$ cat config.mk
export PLATFORM = sky130hd
export DESIGN_NAME = dual_uart_port_decode_irq
export DESIGN_NICKNAME = d
export VERILOG_FILES = /design/src/hdl/dual_uart_decode_pkg.sv /design/src/hdl/chan_match_if.sv /design/src/hdl/channel_comparator.sv /design/src/hdl/interrupt_router.sv /design/src/hdl/dual_uart_port_decode_irq.sv
export SDC_FILE = /design/constraint.sdc
export NUM_CORES = 1
export LEC_CHECK = 0
export ABC_AREA = 1
export BUFFER_PORTS_ARGS = -buffer_cell sky130_fd_sc_hd__buf_4
export CORE_MARGIN = 5
export CORE_UTILIZATION = 30
export DETAILED_ROUTE_END_ITERATION = 10
export MAX_ROUTING_LAYER = met4
export SLEW_MARGIN = 30
export SYNTH_ARGS = -nofsm -noshare
export SYNTH_HDL_FRONTEND = slang
export SYNTH_SLANG_ARGS = --single-unit
$ cat constraint.sdc
create_clock -name clock -period 3.5 [get_ports clock]
set_clock_uncertainty 0.15 [all_clocks]
set_input_delay 0.875 -clock clock [delete_from_list [all_inputs] [get_ports clock]]
set_output_delay 0.875 -clock clock [all_outputs]
set_load 0.02 [all_outputs]
$ cat src/hdl/dual_uart_decode_pkg.sv
// Constants shared by the dual UART port decode and interrupt routing logic.
package dual_uart_decode_pkg;

    // ------------------------------------------------------------------
    // Fixed I/O address and setup register indices
    // ------------------------------------------------------------------
    localparam logic [15:0] FIXED_REG_ADDR      = 16'h02F7;
    localparam logic [2:0]  CFG_LOW_INDEX       = 3'h2;
    localparam logic [2:0]  CFG_HIGH_INDEX      = 3'h3;

    // ------------------------------------------------------------------
    // Field positions in port_select_config_low
    // ------------------------------------------------------------------
    localparam int          CARD_ENABLE_BIT     = 0;
    localparam int          CH1_HIGH_GROUP_BIT  = 6;
    localparam int          CH1_PORT1_BIT       = 5;
    localparam int          CH1_ADDR3_BIT       = 4;
    localparam int          CH2_HIGH_GROUP_BIT  = 3;
    localparam int          CH2_PORT1_BIT       = 2;
    localparam int          CH2_ADDR3_BIT       = 1;

    // ------------------------------------------------------------------
    // Field positions in port_select_config_high
    // ------------------------------------------------------------------
    localparam int          CH1_UPPER_LSB       = 3;
    localparam int          CH2_UPPER_LSB       = 0;
    localparam int          UPPER_WIDTH         = 3;

    // ------------------------------------------------------------------
    // Status bit positions and reset values
    // ------------------------------------------------------------------
    localparam int          STATUS_CH1_BIT      = 0;
    localparam int          STATUS_CH2_BIT      = 1;
    localparam int          STATUS_TC_BIT       = 2;
    localparam logic [7:0]  CFG_RESET           = 8'h00;
    localparam logic [7:0]  DMA_ENABLE_RESET    = 8'h00;

    // ------------------------------------------------------------------
    // Hard-wired comparator levels and cycle length
    // ------------------------------------------------------------------
    localparam logic        ZERO_GROUP_EXPECT   = 1'b1;
    localparam logic        ONE_GROUP_EXPECT    = 1'b0;
    localparam logic        UPPER_MATCH_EXPECT  = 1'b0;
    localparam int          UART_WAIT_STATES    = 0;
    localparam int          CHANNEL_COUNT       = 2;

endpackage : dual_uart_decode_pkg

$ cat src/hdl/chan_match_if.sv
// Interface joining the top decode logic to one channel comparator.
`timescale 1ns/10ps
interface chan_match_if;
    logic [15:0] address;
    logic        ioCycle;
    logic        cardEnable;
    logic        highGroupCfg;
    logic        port1Cfg;
    logic        addr3Cfg;
    logic [2:0]  upperCfg;
    logic        selectN;

    modport top (output address, output ioCycle, output cardEnable, output highGroupCfg,
                 output port1Cfg, output addr3Cfg, output upperCfg, input selectN);
    modport cmp (input address, input ioCycle, input cardEnable, input highGroupCfg,
                 input port1Cfg, input addr3Cfg, input upperCfg, output selectN);
endinterface : chan_match_if

$ cat src/hdl/channel_comparator.sv
// Unlatched address comparator for one UART channel.
`timescale 1ns/10ps
module channel_comparator
    import dual_uart_decode_pkg::*;
(
    chan_match_if.cmp m
);
    logic zeroGroup;
    logic oneGroup;
    logic highGroup;
    logic upperMatchN;
    logic allMatch;

    always_comb begin
        zeroGroup   = ~(m.address[15] | m.address[11] | m.address[10]);
        oneGroup    = ~(m.address[9] & m.address[5]);
        highGroup   = ~(m.address[7] & m.address[6] & m.address[4]);
        upperMatchN = (m.address[14:12] == m.upperCfg) ? 1'b0 : 1'b1;
        allMatch    = (zeroGroup == ZERO_GROUP_EXPECT)
                    & (oneGroup == ONE_GROUP_EXPECT)
                    & (highGroup == m.highGroupCfg)
                    & (m.address[8] == m.port1Cfg)
                    & (m.address[3] == m.addr3Cfg)
                    & (upperMatchN == UPPER_MATCH_EXPECT)
                    & m.cardEnable
                    & m.ioCycle;
        m.selectN   = ~allMatch;
    end
endmodule : channel_comparator

$ cat src/hdl/interrupt_router.sv
// Routes the two serial interrupts and the terminal-count interrupt to two lines.
`timescale 1ns/10ps
module interrupt_router
(
    input  wire logic uartChOneIrq,
    input  wire logic uartChTwoIrq,
    input  wire logic terminalCount,
    input  wire logic chOnePort1,
    input  wire logic chTwoPort1,
    input  wire logic cardEnable,
    output logic      lineThreeWant,
    output logic      lineFourWant
);
    always_comb begin
        lineThreeWant = cardEnable & (terminalCount
                      | (uartChOneIrq & ~chOnePort1)
                      | (uartChTwoIrq & ~chTwoPort1));
        lineFourWant  = cardEnable & ((uartChOneIrq & chOnePort1)
                      | (uartChTwoIrq & chTwoPort1));
    end
endmodule : interrupt_router

$ cat src/hdl/dual_uart_port_decode_irq.sv
// Top of the dual UART port decode, register and interrupt routing logic.
//
// Overview of operation
// Decode upper 13 address bits; pass A2-A0.
// Each channel placeable at eight standard ports.
// NOR of A15, A11, A10 must be one.
// NAND of A9, A5 must be zero.
// NAND of A7, A6, A4 equals config bit.
// A8 equals per-channel port-one config bit.
// A3 equals per-channel config bit.
// A14-A12 compared with upper config fields.
// Card enable required before any decode.
// Only I/O cycles produce channel selects.
// Channel select low on full match only.
// Fixed 2F7h: write DMA enable, read status.
// Latch register bits and selects on command.
// Chip select is AND; channel two picks.
// No wait states on UART accesses.
// Interrupt lines active low, open drain.
// Route serial and terminal-count interrupts by port; terminal count always goes to line three; the code routes it there only while card enable is set.
// Channel reset clears the whole adapter state.
// Reset clears every configuration bit.
`timescale 1ns/10ps
module dual_uart_port_decode_irq
    import dual_uart_decode_pkg::*;
(
    input  wire logic        clock,
    input  wire logic        rst_b,
    input  wire logic        channelReset,
    input  wire logic [15:0] address,
    input  wire logic        memNotIo,
    input  wire logic        cmdN,
    input  wire logic        ioReadN,
    input  wire logic        ioWriteN,
    input  wire logic        setupN,
    input  wire logic [7:0]  dataIn,
    output logic [7:0]       dataOut,
    output logic             dataOeN,
    output logic             dataBufferDirection,
    output logic             dataBufferEnableN,
    output logic             cardSelect,
    output logic             cardReady,
    output logic [2:0]       uartRegSelect,
    output logic             channelOneSelectN,
    output logic             channelTwoSelectN,
    output logic             uartChipSelectN,
    output logic             uartChannelPick,
    input  wire logic        uartChOneIrq,
    input  wire logic        uartChTwoIrq,
    input  wire logic        terminalCount,
    input  wire logic        irqThreeIn,
    output logic             irqThreeOut,
    output logic             irqThreeOeN,
    input  wire logic        irqFourIn,
    output logic             irqFourOut,
    output logic             irqFourOeN,
    output logic [7:0]       dmaRequestEnable,
    output logic [7:0]       portSelectConfigLow,
    output logic [7:0]       portSelectConfigHigh
);

    // ------------------------------------------------------------------
    // State record
    // ------------------------------------------------------------------
    typedef struct packed {
        logic [7:0] cfgLow;
        logic [7:0] cfgHigh;
        logic [7:0] dmaEnable;
        logic       cmdPrev;
        logic [2:0] regSel;
        logic       chOneSelN;
        logic       chTwoSelN;
        logic       chipSelN;
        logic       channelPick;
        logic       cardSel;
        logic       ready;
        logic [7:0] readData;
        logic       dataDriveN;
        logic       data_buffer_direction;
        logic       bufEnN;
        logic       irqThreeDriveN;
        logic       irqFourDriveN;
    } state_s;

    localparam state_s STATE_RESET = '{
        cfgLow:         CFG_RESET,
        cfgHigh:        CFG_RESET,
        dmaEnable:      DMA_ENABLE_RESET,
        cmdPrev:        1'b1,
        regSel:         3'h0,
        chOneSelN:      1'b1,
        chTwoSelN:      1'b1,
        chipSelN:       1'b1,
        channelPick:    1'b1,
        cardSel:        1'b0,
        ready:          1'b1,
        readData:       8'h00,
        dataDriveN:     1'b1,
        data_buffer_direction:         1'b0,
        bufEnN:         1'b1,
        irqThreeDriveN: 1'b1,
        irqFourDriveN:  1'b1
    };

    state_s state_q;
    state_s state_d;

    // ------------------------------------------------------------------
    // Channel comparators
    // ------------------------------------------------------------------
    chan_match_if match[CHANNEL_COUNT] ();

    logic [CHANNEL_COUNT-1:0] liveSelectN;
    logic [CHANNEL_COUNT-1:0] highGroupBits;
    logic [CHANNEL_COUNT-1:0] port1Bits;
    logic [CHANNEL_COUNT-1:0] addr3Bits;
    logic [UPPER_WIDTH-1:0]   upperBits [CHANNEL_COUNT];

    // Channel one uses the upper config fields, channel two the lower.
    always_comb begin
        highGroupBits = {state_q.cfgLow[CH2_HIGH_GROUP_BIT], state_q.cfgLow[CH1_HIGH_GROUP_BIT]};
        port1Bits     = {state_q.cfgLow[CH2_PORT1_BIT], state_q.cfgLow[CH1_PORT1_BIT]};
        addr3Bits     = {state_q.cfgLow[CH2_ADDR3_BIT], state_q.cfgLow[CH1_ADDR3_BIT]};
        upperBits[0]  = state_q.cfgHigh[CH1_UPPER_LSB +: UPPER_WIDTH];
        upperBits[1]  = state_q.cfgHigh[CH2_UPPER_LSB +: UPPER_WIDTH];
    end

    // The comparison runs on the live address so that card select feedback is early.
    for (genvar ch = 0; ch < CHANNEL_COUNT; ch++) begin : g_channel
        assign match[ch].address      = address;
        assign match[ch].ioCycle      = ~memNotIo;
        assign match[ch].cardEnable   = state_q.cfgLow[CARD_ENABLE_BIT];
        assign match[ch].highGroupCfg = highGroupBits[ch];
        assign match[ch].port1Cfg     = port1Bits[ch];
        assign match[ch].addr3Cfg     = addr3Bits[ch];
        assign match[ch].upperCfg     = upperBits[ch];
        assign liveSelectN[ch]        = match[ch].selectN;

        channel_comparator u_comparator (
            .m (match[ch])
        );
    end

    // ------------------------------------------------------------------
    // Interrupt routing
    // ------------------------------------------------------------------
    logic lineThreeWant;
    logic lineFourWant;

    interrupt_router u_router (
        .uartChOneIrq  (uartChOneIrq),
        .uartChTwoIrq  (uartChTwoIrq),
        .terminalCount (terminalCount),
        .chOnePort1    (state_q.cfgLow[CH1_PORT1_BIT]),
        .chTwoPort1    (state_q.cfgLow[CH2_PORT1_BIT]),
        .cardEnable    (state_q.cfgLow[CARD_ENABLE_BIT]),
        .lineThreeWant (lineThreeWant),
        .lineFourWant  (lineFourWant)
    );

    // ------------------------------------------------------------------
    // Next-state logic
    // ------------------------------------------------------------------
    logic       cmdStart;
    logic       cmdActive;
    logic       fixedHit;
    logic       setupMode;
    logic       uartHit;
    logic [7:0] statusByte;

    always_comb begin
        state_d    = state_q;
        cmdActive  = ~cmdN;
        cmdStart   = cmdActive & state_q.cmdPrev;
        setupMode  = ~setupN;
        fixedHit   = ~memNotIo & (address == FIXED_REG_ADDR)
                   & state_q.cfgLow[CARD_ENABLE_BIT] & ~setupMode;
        uartHit    = ~setupMode & (liveSelectN != {CHANNEL_COUNT{1'b1}});
        statusByte = 8'h00;
        statusByte[STATUS_CH1_BIT] = uartChOneIrq;
        statusByte[STATUS_CH2_BIT] = uartChTwoIrq;
        statusByte[STATUS_TC_BIT]  = terminalCount;

        state_d.cmdPrev = cmdN;

        // Select feedback uses the unlatched decode.
        state_d.cardSel = uartHit | fixedHit;
        // Every access fits the default cycle, so ready is never pulled low.
        state_d.ready   = (UART_WAIT_STATES == 0);

        // Register bits and selects are captured once per command and then held.
        if (cmdStart) begin
            state_d.regSel    = address[2:0];
            state_d.chOneSelN = setupMode | liveSelectN[0];
            state_d.chTwoSelN = setupMode | liveSelectN[1];
        end else if (!cmdActive) begin
            state_d.chOneSelN = 1'b1;
            state_d.chTwoSelN = 1'b1;
        end
        state_d.chipSelN    = state_d.chOneSelN & state_d.chTwoSelN;
        state_d.channelPick = state_d.chTwoSelN;

        // Writes are taken once, at the start of the command.
        if (cmdStart && !ioWriteN) begin
            if (setupMode && address[2:0] == CFG_LOW_INDEX) begin
                state_d.cfgLow = dataIn;
            end else if (setupMode && address[2:0] == CFG_HIGH_INDEX) begin
                state_d.cfgHigh = dataIn;
            end else if (fixedHit) begin
                state_d.dmaEnable = dataIn;
            end
        end

        // Read data for the adapter's own registers; the UART drives its own reads.
        state_d.dataDriveN = 1'b1;
        state_d.readData   = 8'h00;
        if (cmdActive && !ioReadN) begin
            if (setupMode && address[2:0] == CFG_LOW_INDEX) begin
                state_d.readData   = state_q.cfgLow;
                state_d.dataDriveN = 1'b0;
            end else if (setupMode && address[2:0] == CFG_HIGH_INDEX) begin
                state_d.readData   = state_q.cfgHigh;
                state_d.dataDriveN = 1'b0;
            end else if (fixedHit) begin
                state_d.readData   = statusByte;
                state_d.dataDriveN = 1'b0;
            end
        end

        // The isolation buffer opens for card accesses and faces the host on reads.
        state_d.bufEnN = ~(cmdActive & (uartHit | fixedHit | setupMode));
        state_d.data_buffer_direction = ~ioReadN;

        // Lines are only pulled low; release lets other cards share them.
        state_d.irqThreeDriveN = ~lineThreeWant;
        state_d.irqFourDriveN  = ~lineFourWant;
    end

    // ------------------------------------------------------------------
    // State register
    // ------------------------------------------------------------------
    always_ff @(posedge clock) begin
        if (!rst_b || channelReset) begin
            state_q <= STATE_RESET;
        end else begin
            state_q <= state_d;
        end
    end

    // ------------------------------------------------------------------
    // Outputs
    // ------------------------------------------------------------------
    assign dataOut              = state_q.readData;
    assign dataOeN              = state_q.dataDriveN;
    assign dataBufferDirection  = state_q.data_buffer_direction;
    assign dataBufferEnableN    = state_q.bufEnN;
    assign cardSelect           = state_q.cardSel;
    assign cardReady            = state_q.ready;
    assign uartRegSelect        = state_q.regSel;
    assign channelOneSelectN    = state_q.chOneSelN;
    assign channelTwoSelectN    = state_q.chTwoSelN;
    assign uartChipSelectN      = state_q.chipSelN;
    assign uartChannelPick      = state_q.channelPick;
    assign irqThreeOut          = 1'b0;
    assign irqThreeOeN          = state_q.irqThreeDriveN;
    assign irqFourOut           = 1'b0;
    assign irqFourOeN           = state_q.irqFourDriveN;
    assign dmaRequestEnable     = state_q.dmaEnable;
    assign portSelectConfigLow  = state_q.cfgLow;
    assign portSelectConfigHigh = state_q.cfgHigh;

endmodule : dual_uart_port_decode_irq

==> results of run 1 <==
synthesized netlist by cell type:
master,n
nand2_1,74
dfxtp_1,45
inv_1,43
buf_4,40
nor2_1,30
a21oi_1,27
o21ai_0,21
nand3_1,14
nand4_1,14
inv_2,6
nor2_4,6
nor3_1,5
o21ai_1,5
buf_2,3
nor2_2,3
a21oi_2,2
buf_6,2
conb_1,2
nand2_2,2
o21ai_2,2
buf_1,1
clkbuf_1,1
nand2_4,1
or2_1,1
cell usage in the layout (no fill, tap or decap), drive strengths merged:
master,n
a21oi,29
clkbuf,5
nand4,14
nor3,5
buf,81
nand3,14
nand2,77
or2,1
nor2,39
inv,49
clkinv,1
o21ai,28
dfxtp,45
conb,3
layer usage:
layer  vias to the layer above  part of all wire  GRT usage
met4                         0             0.012    0.03571
met2                        66              0.45     0.2181
li1                       1145                 -          -
met1                       946              0.49     0.1899
met5                         -                 0          -
met3                         7             0.051    0.02710
cell type report:
| class | instances | area share |
|---|---|---|
| multi-input cells | 210 | 0.3457 |
| flip-flops and latches | 45 | 0.3111 |
| repair buffers | 81 | 0.2100 |
| inverters | 49 | 0.06353 |
| well taps | 102 | 0.04408 |
| clock buffers | 5 | 0.02377 |
| clock inverters | 1 | 0.001729 |
sequential cells by signal, indices dropped and copies added (netlist names), 3 cells and up:
signal                flops
dataOut                   8
dmaRequestEnable          8
portSelectConfigHigh      8
portSelectConfigLow       8
uartRegSelect             3
per-stage QoR:
| step | setup slack [ps] | util |
|---|---|---|
| 6_report | 1321 | 0.3708 |
| 3_5_place_dp | 983.9 | 0.3614 |
| 2_1_floorplan | 1501 | - |
| 4_1_cts | 1291 | 0.3708 |
| 3_3_place_gp | 1029 | 0.3614 |
| 5_1_grt | 1105 | 0.3708 |
worst paths after layout:
kind / startpoint / to / slack [ps]
hold reg to reg: portSelectConfigLow[7] / portSelectConfigLow[7] / 320
setup reg to reg: portSelectConfigLow[0] / dmaRequestEnable[7] / 1530
setup / recovery: address[10] / dmaRequestEnable[7] / 1320
hold / removal: portSelectConfigLow[7] / portSelectConfigLow[7] / 320
where the power goes:
group / internal [mW] / switching [mW]
Clock: 0.132 / 0.167
Combinational: 0.0485 / 0.0697
Sequential: 0.516 / 0.00268
Total: 0.697 / 0.240
worst reg2reg max path, delay by kind of cell, from the launching register on:
family,cells,cell delay [ps]
buffers and inverters,1,100
flip-flops,1,490
AND/OR/NAND/NOR,7,1180
kinds of logic after synthesis:
kind of cell,after synthesis,synth area share
and+or+nand+nor,150,0.2840
AOI/OAI and AO/OA,57,0.1237
buffers and inverters,96,0.2180
DFF,45,0.3711
other,2,0.003094
==> flow_metrics.tcl, run 1 <==
set metrics [dict create \
    status "finished clean" \
    rows 32 \
    synthCells 350 \
    firstDrtPassIters 4 \
    grt_antenna_before_repair 0 \
    finalNetCount 429 \
    cts-hold-fix-buffers 0 \
    crit_chain "buf_4 > inv_1 > nand2_1 > nor2_1 > nand2_1 > nor2_2 > nand2_2 > nor2_4 > nor2_1 > nor2_1" \
    synth_area_leaders "dfxtp_1 (37%), buf_4 (12%), nand2_1 (11%)" \
    rr_worst_depth 8 \
    totalWireLength_um 6738 \
    grt_pass1_vias 2112 \
    vias_per_cell 4.389 \
    place_area_um2 2821 \
    critPathRequiredTime_ps 3580 \
    finalHoldViolations 0 \
    pin_count 85 \
    clk_latency_ps 290 \
    regArea_um2 900.9 \
    netlist.top_cell.by_area "dfxtp_1" \
    syn_avg_cell_area_um2 6.935 \
    vias 2164 \
    totalPowerFinal_mw 0.9364 \
    grt_pass1_wl_um 10830 \
    critical_path_depth 10 \
    ant_nets 0 \
    min_path_cells 2 \
    overflow 0 \
    yosys_register_bits 45 \
    peakVddDrop_mv 0.1346 \
    cts_max_level 2 \
    postCtsResizedCells 0 \
    dp_hpwl_um 5507 \
    grt_max_degree 31 \
    critPathKind "input port to flop" \
    path_clk_slew_ps 80 \
    setup_viol 0 \
    dp.cells 487 \
    multi_input_area_um2 1001 \
    setup-tns-final_ps 0 \
    drv_slew 0 \
    final_cells 493 \
    yosysSeqAreaShare 0.3711 \
    fmax_ghz 0.4589 \
    die_w_um 99.95 \
    drcViolationCount 0 \
    cp.arrival_ps 2260 \
    routabilityCongestion 0.8272 \
    cp_num_buf_inv 2 \
    critPathMaxStageDelay_ps 430 \
    cts_tree "yes" \
    drt_iter0_markers 108 \
    num_antenna_cells 0 \
    core_um2 7807 \
    cp-end-kind "flop" \
    clockRootBuffer "clkbuf_8" \
    max-slew-margin-rel 0.6363 \
    p_per_area_nw_per_um2 323.4 \
    post-route-min-period_ps 2179 \
    clock_path_buffers 2 \
    synth_warnings 0 \
    rsz0062_at_grt "false" \
    p_leak_nw 1.299 \
    port-buffer-count 79 \
    synthToLayoutAreaGrowth_pct 19.28 \
    slowest_stage "nor2_2" \
    die_h_um 99.95 \
    synth.distinct_cells 24 \
    cap_violations 0 \
    critPathLaunchType "input port" \
    cp_max_fo 12 \
    cts_buffers 5 \
    hold_class "flop to flop" \
    syn_area_um2 2427 \
    die_area_um2 9990 \
    worst_pin_slew_ps 545.0 \
    fill_cells 866 \
    clock_sinks 45 \
    cpLargestDelayFamily "simple AND/OR/NAND/NOR gates" \
    post-route-period-util 0.6226 \
    yosysTopAreaCellShare 0.3711 \
    post_drt_wl_per_cell_um 13.67 \
    critPathMostFrequentCell "nor2_1" \
    whs_ps 315.3 \
    post_cts_buffers 0 \
    design_area_um2 2895 \
    grt_util_all_layers 0.1413 \
    drive_above_1_share 0.2788 \
    floorplan.initialDensity 0.3109 \
]
Power figures use the tool's default switching activity.
==> inputs of run 2 (changes only) <==
==> constraint.sdc (replaced) <==
create_clock -name clock -period 1.9 [get_ports clock]
set_clock_uncertainty 0.15 [all_clocks]
set_input_delay 0.475 -clock clock [delete_from_list [all_inputs] [get_ports clock]]
set_output_delay 0.475 -clock clock [all_outputs]
set_load 0.02 [all_outputs]
==> run 2 against run 1 <==
Sequential power rose by 84%; clock-buffer cell count rose by 2; combinational power rose by 96%; die area did not move; hold slack got worse by 120 ps; critical path type unchanged; largest power group unchanged; total power rose by 92%; non-clock buffer count rose by 11; cell area rose by 3.3%; setup slack got worse by 980 ps; routed wire length rose by 1.1%; critical path depth did not move; via count rose by 3.0%; highest routed layer unchanged.
==> flow_metrics.tcl, run 2 (synthesis gave the netlist of run 1 again) <==
set metrics [dict create \
    hold_class "input port to flop" \
    synthToLayoutAreaGrowth_pct 23.20 \
    grt_max_degree 31 \
    critPathKind "input port to flop" \
    critPathMaxStageDelay_ps 210 \
    overflow 0 \
    cts-hold-fix-buffers 0 \
    die_w_um 99.95 \
    die_h_um 99.95 \
    firstDrtPassIters 4 \
    slowest_stage "nor2_2" \
    ant_nets 0 \
    drive_above_1_share 0.2978 \
    finalNetCount 440 \
    p_leak_nw 1.360 \
    rsz0062_at_grt "false" \
    crit_chain "buf_4 > inv_1 > nand2_1 > nor2_1 > nand2_1 > nor2_2 > nand2_2 > nor2_4 > nor2_1 > nor2_1" \
    whs_ps 190.8 \
    port-buffer-count 79 \
    post-route-min-period_ps 1562 \
    cp_num_buf_inv 2 \
    post-route-period-util 0.8219 \
    die_area_um2 9990 \
    setup_viol 0 \
    cp_max_fo 8 \
    core_um2 7807 \
    dp_hpwl_um 5518 \
    rows 32 \
    grt_pass1_vias 2144 \
    floorplan.initialDensity 0.3109 \
    cpLargestDelayFamily "simple AND/OR/NAND/NOR gates" \
    grt_util_all_layers 0.1389 \
    setup-tns-final_ps 0 \
    totalWireLength_um 6811 \
    routabilityCongestion 0.8589 \
    finalHoldViolations 0 \
    fmax_ghz 0.6404 \
    postCtsResizedCells 0 \
    num_antenna_cells 0 \
    critPathRequiredTime_ps 1980 \
    layout_commonest_cell "buf_4" \
    vias 2228 \
    drv_slew 0 \
    clock_sinks 45 \
    drcViolationCount 0 \
    status "finished clean" \
    clockRootBuffer "clkbuf_8" \
    grt_pass1_wl_um 10730 \
    post_drt_wl_per_cell_um 13.49 \
    grt_antenna_before_repair 0 \
    finish.utilization 0.3830 \
    cap_violations 0 \
    pin_count 85 \
    cp.arrival_ps 1640 \
    peakVddDrop_mv 0.3202 \
    post_cts_buffers 0 \
    clk_latency_ps 300 \
    critPathLaunchType "input port" \
    cts_tree "yes" \
    path_clk_slew_ps 80 \
    p_per_area_nw_per_um2 600.1 \
    cts_max_level 2 \
    critPathMostFrequentCell "nor2_1" \
    clock_path_buffers 2 \
    final_cell_mix "buf_4 (92), nand2_1 (74), dfxtp_1 (45), inv_1 (43), nor2_1 (30)" \
    cts_buffers 5 \
    vias_per_cell 4.412 \
    drt_iter0_markers 102 \
    cp-end-kind "flop" \
    totalPowerFinal_mw 1.795 \
]
## run 2: per-stage QoR
step	std cells	setup slack, ps	instance area, um2
final	505	338.4	2990
after global routing	505	141.1	2990
after CTS	505	336.7	2990
after detailed placement	498	38.59	2904
after global placement	498	73.33	2904
after floorplan	351	301.3	2431
## run 2: power by group
| part | switching [mW] | internal [mW] | leakage, nW |
|---|---|---|---|
| combinational | 0.132 | 0.0986 | 0.951 |
| sequential | 0.00489 | 0.951 | 0.364 |
| clock | 0.318 | 0.289 | 0.0443 |
## run 2: path summary, 6_finish.rpt
kind	cells after the start	slack [ps]	endpoint	start
setup reg to reg	9	360	uartChipSelectN	portSelectConfigLow[5]
hold / removal	2	190	dataBufferDirection	ioReadN
hold reg to reg	2	310	portSelectConfigLow[7]	portSelectConfigLow[7]
setup / recovery	10	340	dmaRequestEnable[2]	address[10]
## run 2: cell type report
| type | count | area (um2) |
|---|---|---|
| clock buffer | 7 | 86.33 |
| inverter | 49 | 183.9 |
| tap | 102 | 127.6 |
| sequential | 45 | 900.9 |
| fill | 876 | 4817 |
| multi-input combinational | 210 | 1001 |
| timing repair buffer | 92 | 690.7 |
## run 2: worst reg2reg max path: stages, from the launching register on
cell and delay (ps):
dfxtp_1 440, inv_1 120, nand2_1 80, nand2_1 90, nor2_1 110, nand2_1 70
o21ai_0 200, nand2_1 90, nand2_1 60, inv_1 30
## run 2: routing by layer
metal | track usage | routed length (um) | up-vias | share of wire
met5 | - | 0 | - | 0
met4 | 0.03782 | 79 | 0 | 0.012
met3 | 0.02641 | 319 | 7 | 0.047
met2 | 0.2150 | 3076 | 68 | 0.45
met1 | 0.1856 | 3336 | 991 | 0.49
li1 | - | - | 1162 | -
==> inputs of run 3 (changes only) <==
--- a/config.mk
+++ b/config.mk
@@ -5,7 +5,7 @@
 export SDC_FILE = /design/constraint.sdc
 export NUM_CORES = 1
 export LEC_CHECK = 0
-export ABC_AREA = 1
+export ABC_AREA = 0
 export BUFFER_PORTS_ARGS = -buffer_cell sky130_fd_sc_hd__buf_4
 export CORE_MARGIN = 5
 export CORE_UTILIZATION = 30
==> constraint.sdc (replaced) <==
create_clock -name clock -period 1.6 [get_ports clock]
set_clock_uncertainty 0.15 [all_clocks]
set_input_delay 0.4 -clock clock [delete_from_list [all_inputs] [get_ports clock]]
set_output_delay 0.4 -clock clock [all_outputs]
set_load 0.02 [all_outputs]
==> run 3 against run 2 <==
Die area is 6.4% lower; register-to-register slack worse by 350 ps; cell area up 8.6%; core utilization increased by 6.2 points; combinational power increased by 17%; critical endpoint is now dataBufferEnableN; total power up 27%; synthesized cell count shrank 29%; sequential cell count is the same; hold slack lost 82 ps; routed wire length fell by 4.7%; clock-buffer cell count is the same.
==> flow_metrics.tcl, run 3 <==
set metrics [dict create \
    syn_avg_cell_area_um2 9.096 \
    synthFlopType "dfxtp_1" \
    grt_max_degree 25 \
    fmax_ghz 0.6304 \
    firstDrtPassIters 4 \
    rows 31 \
    die_area_um2 9354 \
    syn_area_um2 2256 \
    r2r-end "dataBufferEnableN" \
    synthToLayoutAreaGrowth_pct 43.93 \
    critPathKind "flop to flop" \
    layout_commonest_cell "buf_4" \
    synth_edf_count 0 \
    ys_top_cells_by_count "dfxtp_1 (45), buf_4 (39), nor2_1 (29)" \
    finalNetCount 368 \
    grt_antenna_before_repair 0 \
    dp_hpwl_um 5190 \
    cp_max_fo 3 \
    core_um2 7292 \
    port-buffer-count 79 \
    routabilityCongestion 0.9230 \
    setup_ws_ps 13.81 \
    rr_startpoint "portSelectConfigLow[0]" \
    finalHoldViolations 0 \
    grt_pass1_vias 2033 \
    num_antenna_cells 0 \
    grt_pass1_wl_um 10480 \
    final_cell_mix "buf_4 (118), dfxtp_1 (42), nor2_1 (29), mux2i_1 (23)" \
    vias_per_cell 4.587 \
    ant_nets 0 \
    post-route-min-period_ps 1586 \
    drt_iter0_markers 166 \
    cp.arrival_ps 1630 \
    p_per_area_nw_per_um2 703.9 \
    cts_tree "yes" \
    cap_violations 0 \
    cp-end-kind "flop" \
    rsz0062_at_grt "true" \
    yosysTopAreaCellShare 0.3993 \
    floorplan.initialDensity 0.3094 \
    clk_latency_ps 300 \
    drive_above_1_share 0.4669 \
    hold_class "input port to flop" \
    clock_path_buffers 2 \
    post_cts_buffers 0 \
    totalWireLength_um 6493 \
    setup_viol 0 \
    synth_area_leaders "dfxtp_1 (40%), buf_4 (13%), mux2i_1 (10%)" \
    p_leak_nw 1.453 \
    clock_sinks 45 \
    netlist.top_cell.by_area "dfxtp_1" \
    die_w_um 96.72 \
    status "finished clean" \
    yosys_register_bits 45 \
    cts-hold-fix-buffers 0 \
    drv_slew 0 \
    path_clk_slew_ps 90 \
    grt_util_all_layers 0.1426 \
    whs_endpoint "dataBufferDirection" \
    pin_count 85 \
    drcViolationCount 0 \
    hp-start "ioReadN" \
    dpl_worst_slack_ps -335.7 \
    post_drt_wl_per_cell_um 15.06 \
    synth_warnings 0 \
    vias 1977 \
    totalPowerFinal_mw 2.285 \
    cts_max_level 2 \
    post-route-period-util 0.9914 \
    min_path_cells 2 \
    critPathRequiredTime_ps 1650 \
    critPathLaunchType "flop" \
    synthCells 248 \
    peakVddDrop_mv 0.2794 \
    async_flop_share 0 \
    overflow 0 \
    ff2ff_setup_slack_ps 10 \
    die_h_um 96.72 \
    yosysSeqAreaShare 0.3993 \
    synthMostInstantiatedCell "dfxtp_1" \
    clockRootBuffer "clkbuf_8" \
    rr_worst_depth 4 \
    synth.distinct_cells 39 \
    cts_buffers 5 \
]
==> run 3: logic make-up after synthesis <==
group,count (synthesis),share of synthesized area
mux,23,0.1021
simple gates,77,0.1952
other cells,2,0.003329
xor+xnor,12,0.04659
compound gates,36,0.09818
buf+inv,53,0.1553
flops,45,0.3993
==> run 3: worst max-delay path: stages, from the launching register on <==
cell and delay, ps:
dfxtp_2 340, and4bb_4 260, nand4_1 150, or3_4 360, a41o_1 230
==> run 3: how the worst max path moves through the flow <==
| stage | from | end | depth (start not counted) |
|---|---|---|---|
| detailed placement | address[10] | dmaRequestEnable[3] | 7 |
| CTS | portSelectConfigLow[2] | dataBufferEnableN | 4 |
| global route | portSelectConfigLow[0] | dataBufferEnableN | 4 |
| finish | portSelectConfigLow[0] | dataBufferEnableN | 4 |
| floorplan | address[10] | dataBufferEnableN | 4 |
| global placement | address[10] | dmaRequestEnable[6] | 7 |
==> run 3: where the power goes <==
group          internal [mW]  leakage (nW)  total (mW)  switching (mW)
combinational          0.137          1.03       0.270           0.133
sequential              1.13         0.365        1.13         0.00360
clock                  0.509        0.0585       0.885           0.376
total                   1.77          1.45        2.29           0.513
==> run 3: stage by stage <==
step	util	TNS, ps	cell area, um2	std cells	hold slack, ps
6_report	0.4453	0	3247	431	109.0
3_5_place_dp	0.4135	-6204	3015	423	313.0
5_1_grt	0.4453	-75.50	3247	431	101.9
3_3_place_gp	0.4135	-5629	3015	423	304.9
2_1_floorplan	-	-391.9	2266	249	265.4
4_1_cts	0.4309	0	3142	431	95.43
==> run 3: final cells by class <==
| type | instances | area, um2 |
|---|---|---|
| sequential | 45 | 904.6 |
| clock buffer | 7 | 86.33 |
| fill | 739 | 4045 |
| multi-input combinational | 151 | 1119 |
| tap | 99 | 123.9 |
| clock inverter | 1 | 30.03 |
| inverter | 6 | 22.52 |
| timing repair buffer | 122 | 960.9 |
==> run 3: routing by layer <==
metal  up-vias  GRT usage  routed length [um]
met3         9    0.03741                 321
li1        993          -                   -
met1       913     0.1741                2870
met2        62     0.2335                3199
met5         -          -                   0
met4         0    0.03780                 101
==> run 3: repair_timing <==
item                       CTS  global route
setup endpoints to repair    9            25
pin swaps                    0             2
gates resized for setup      3            21
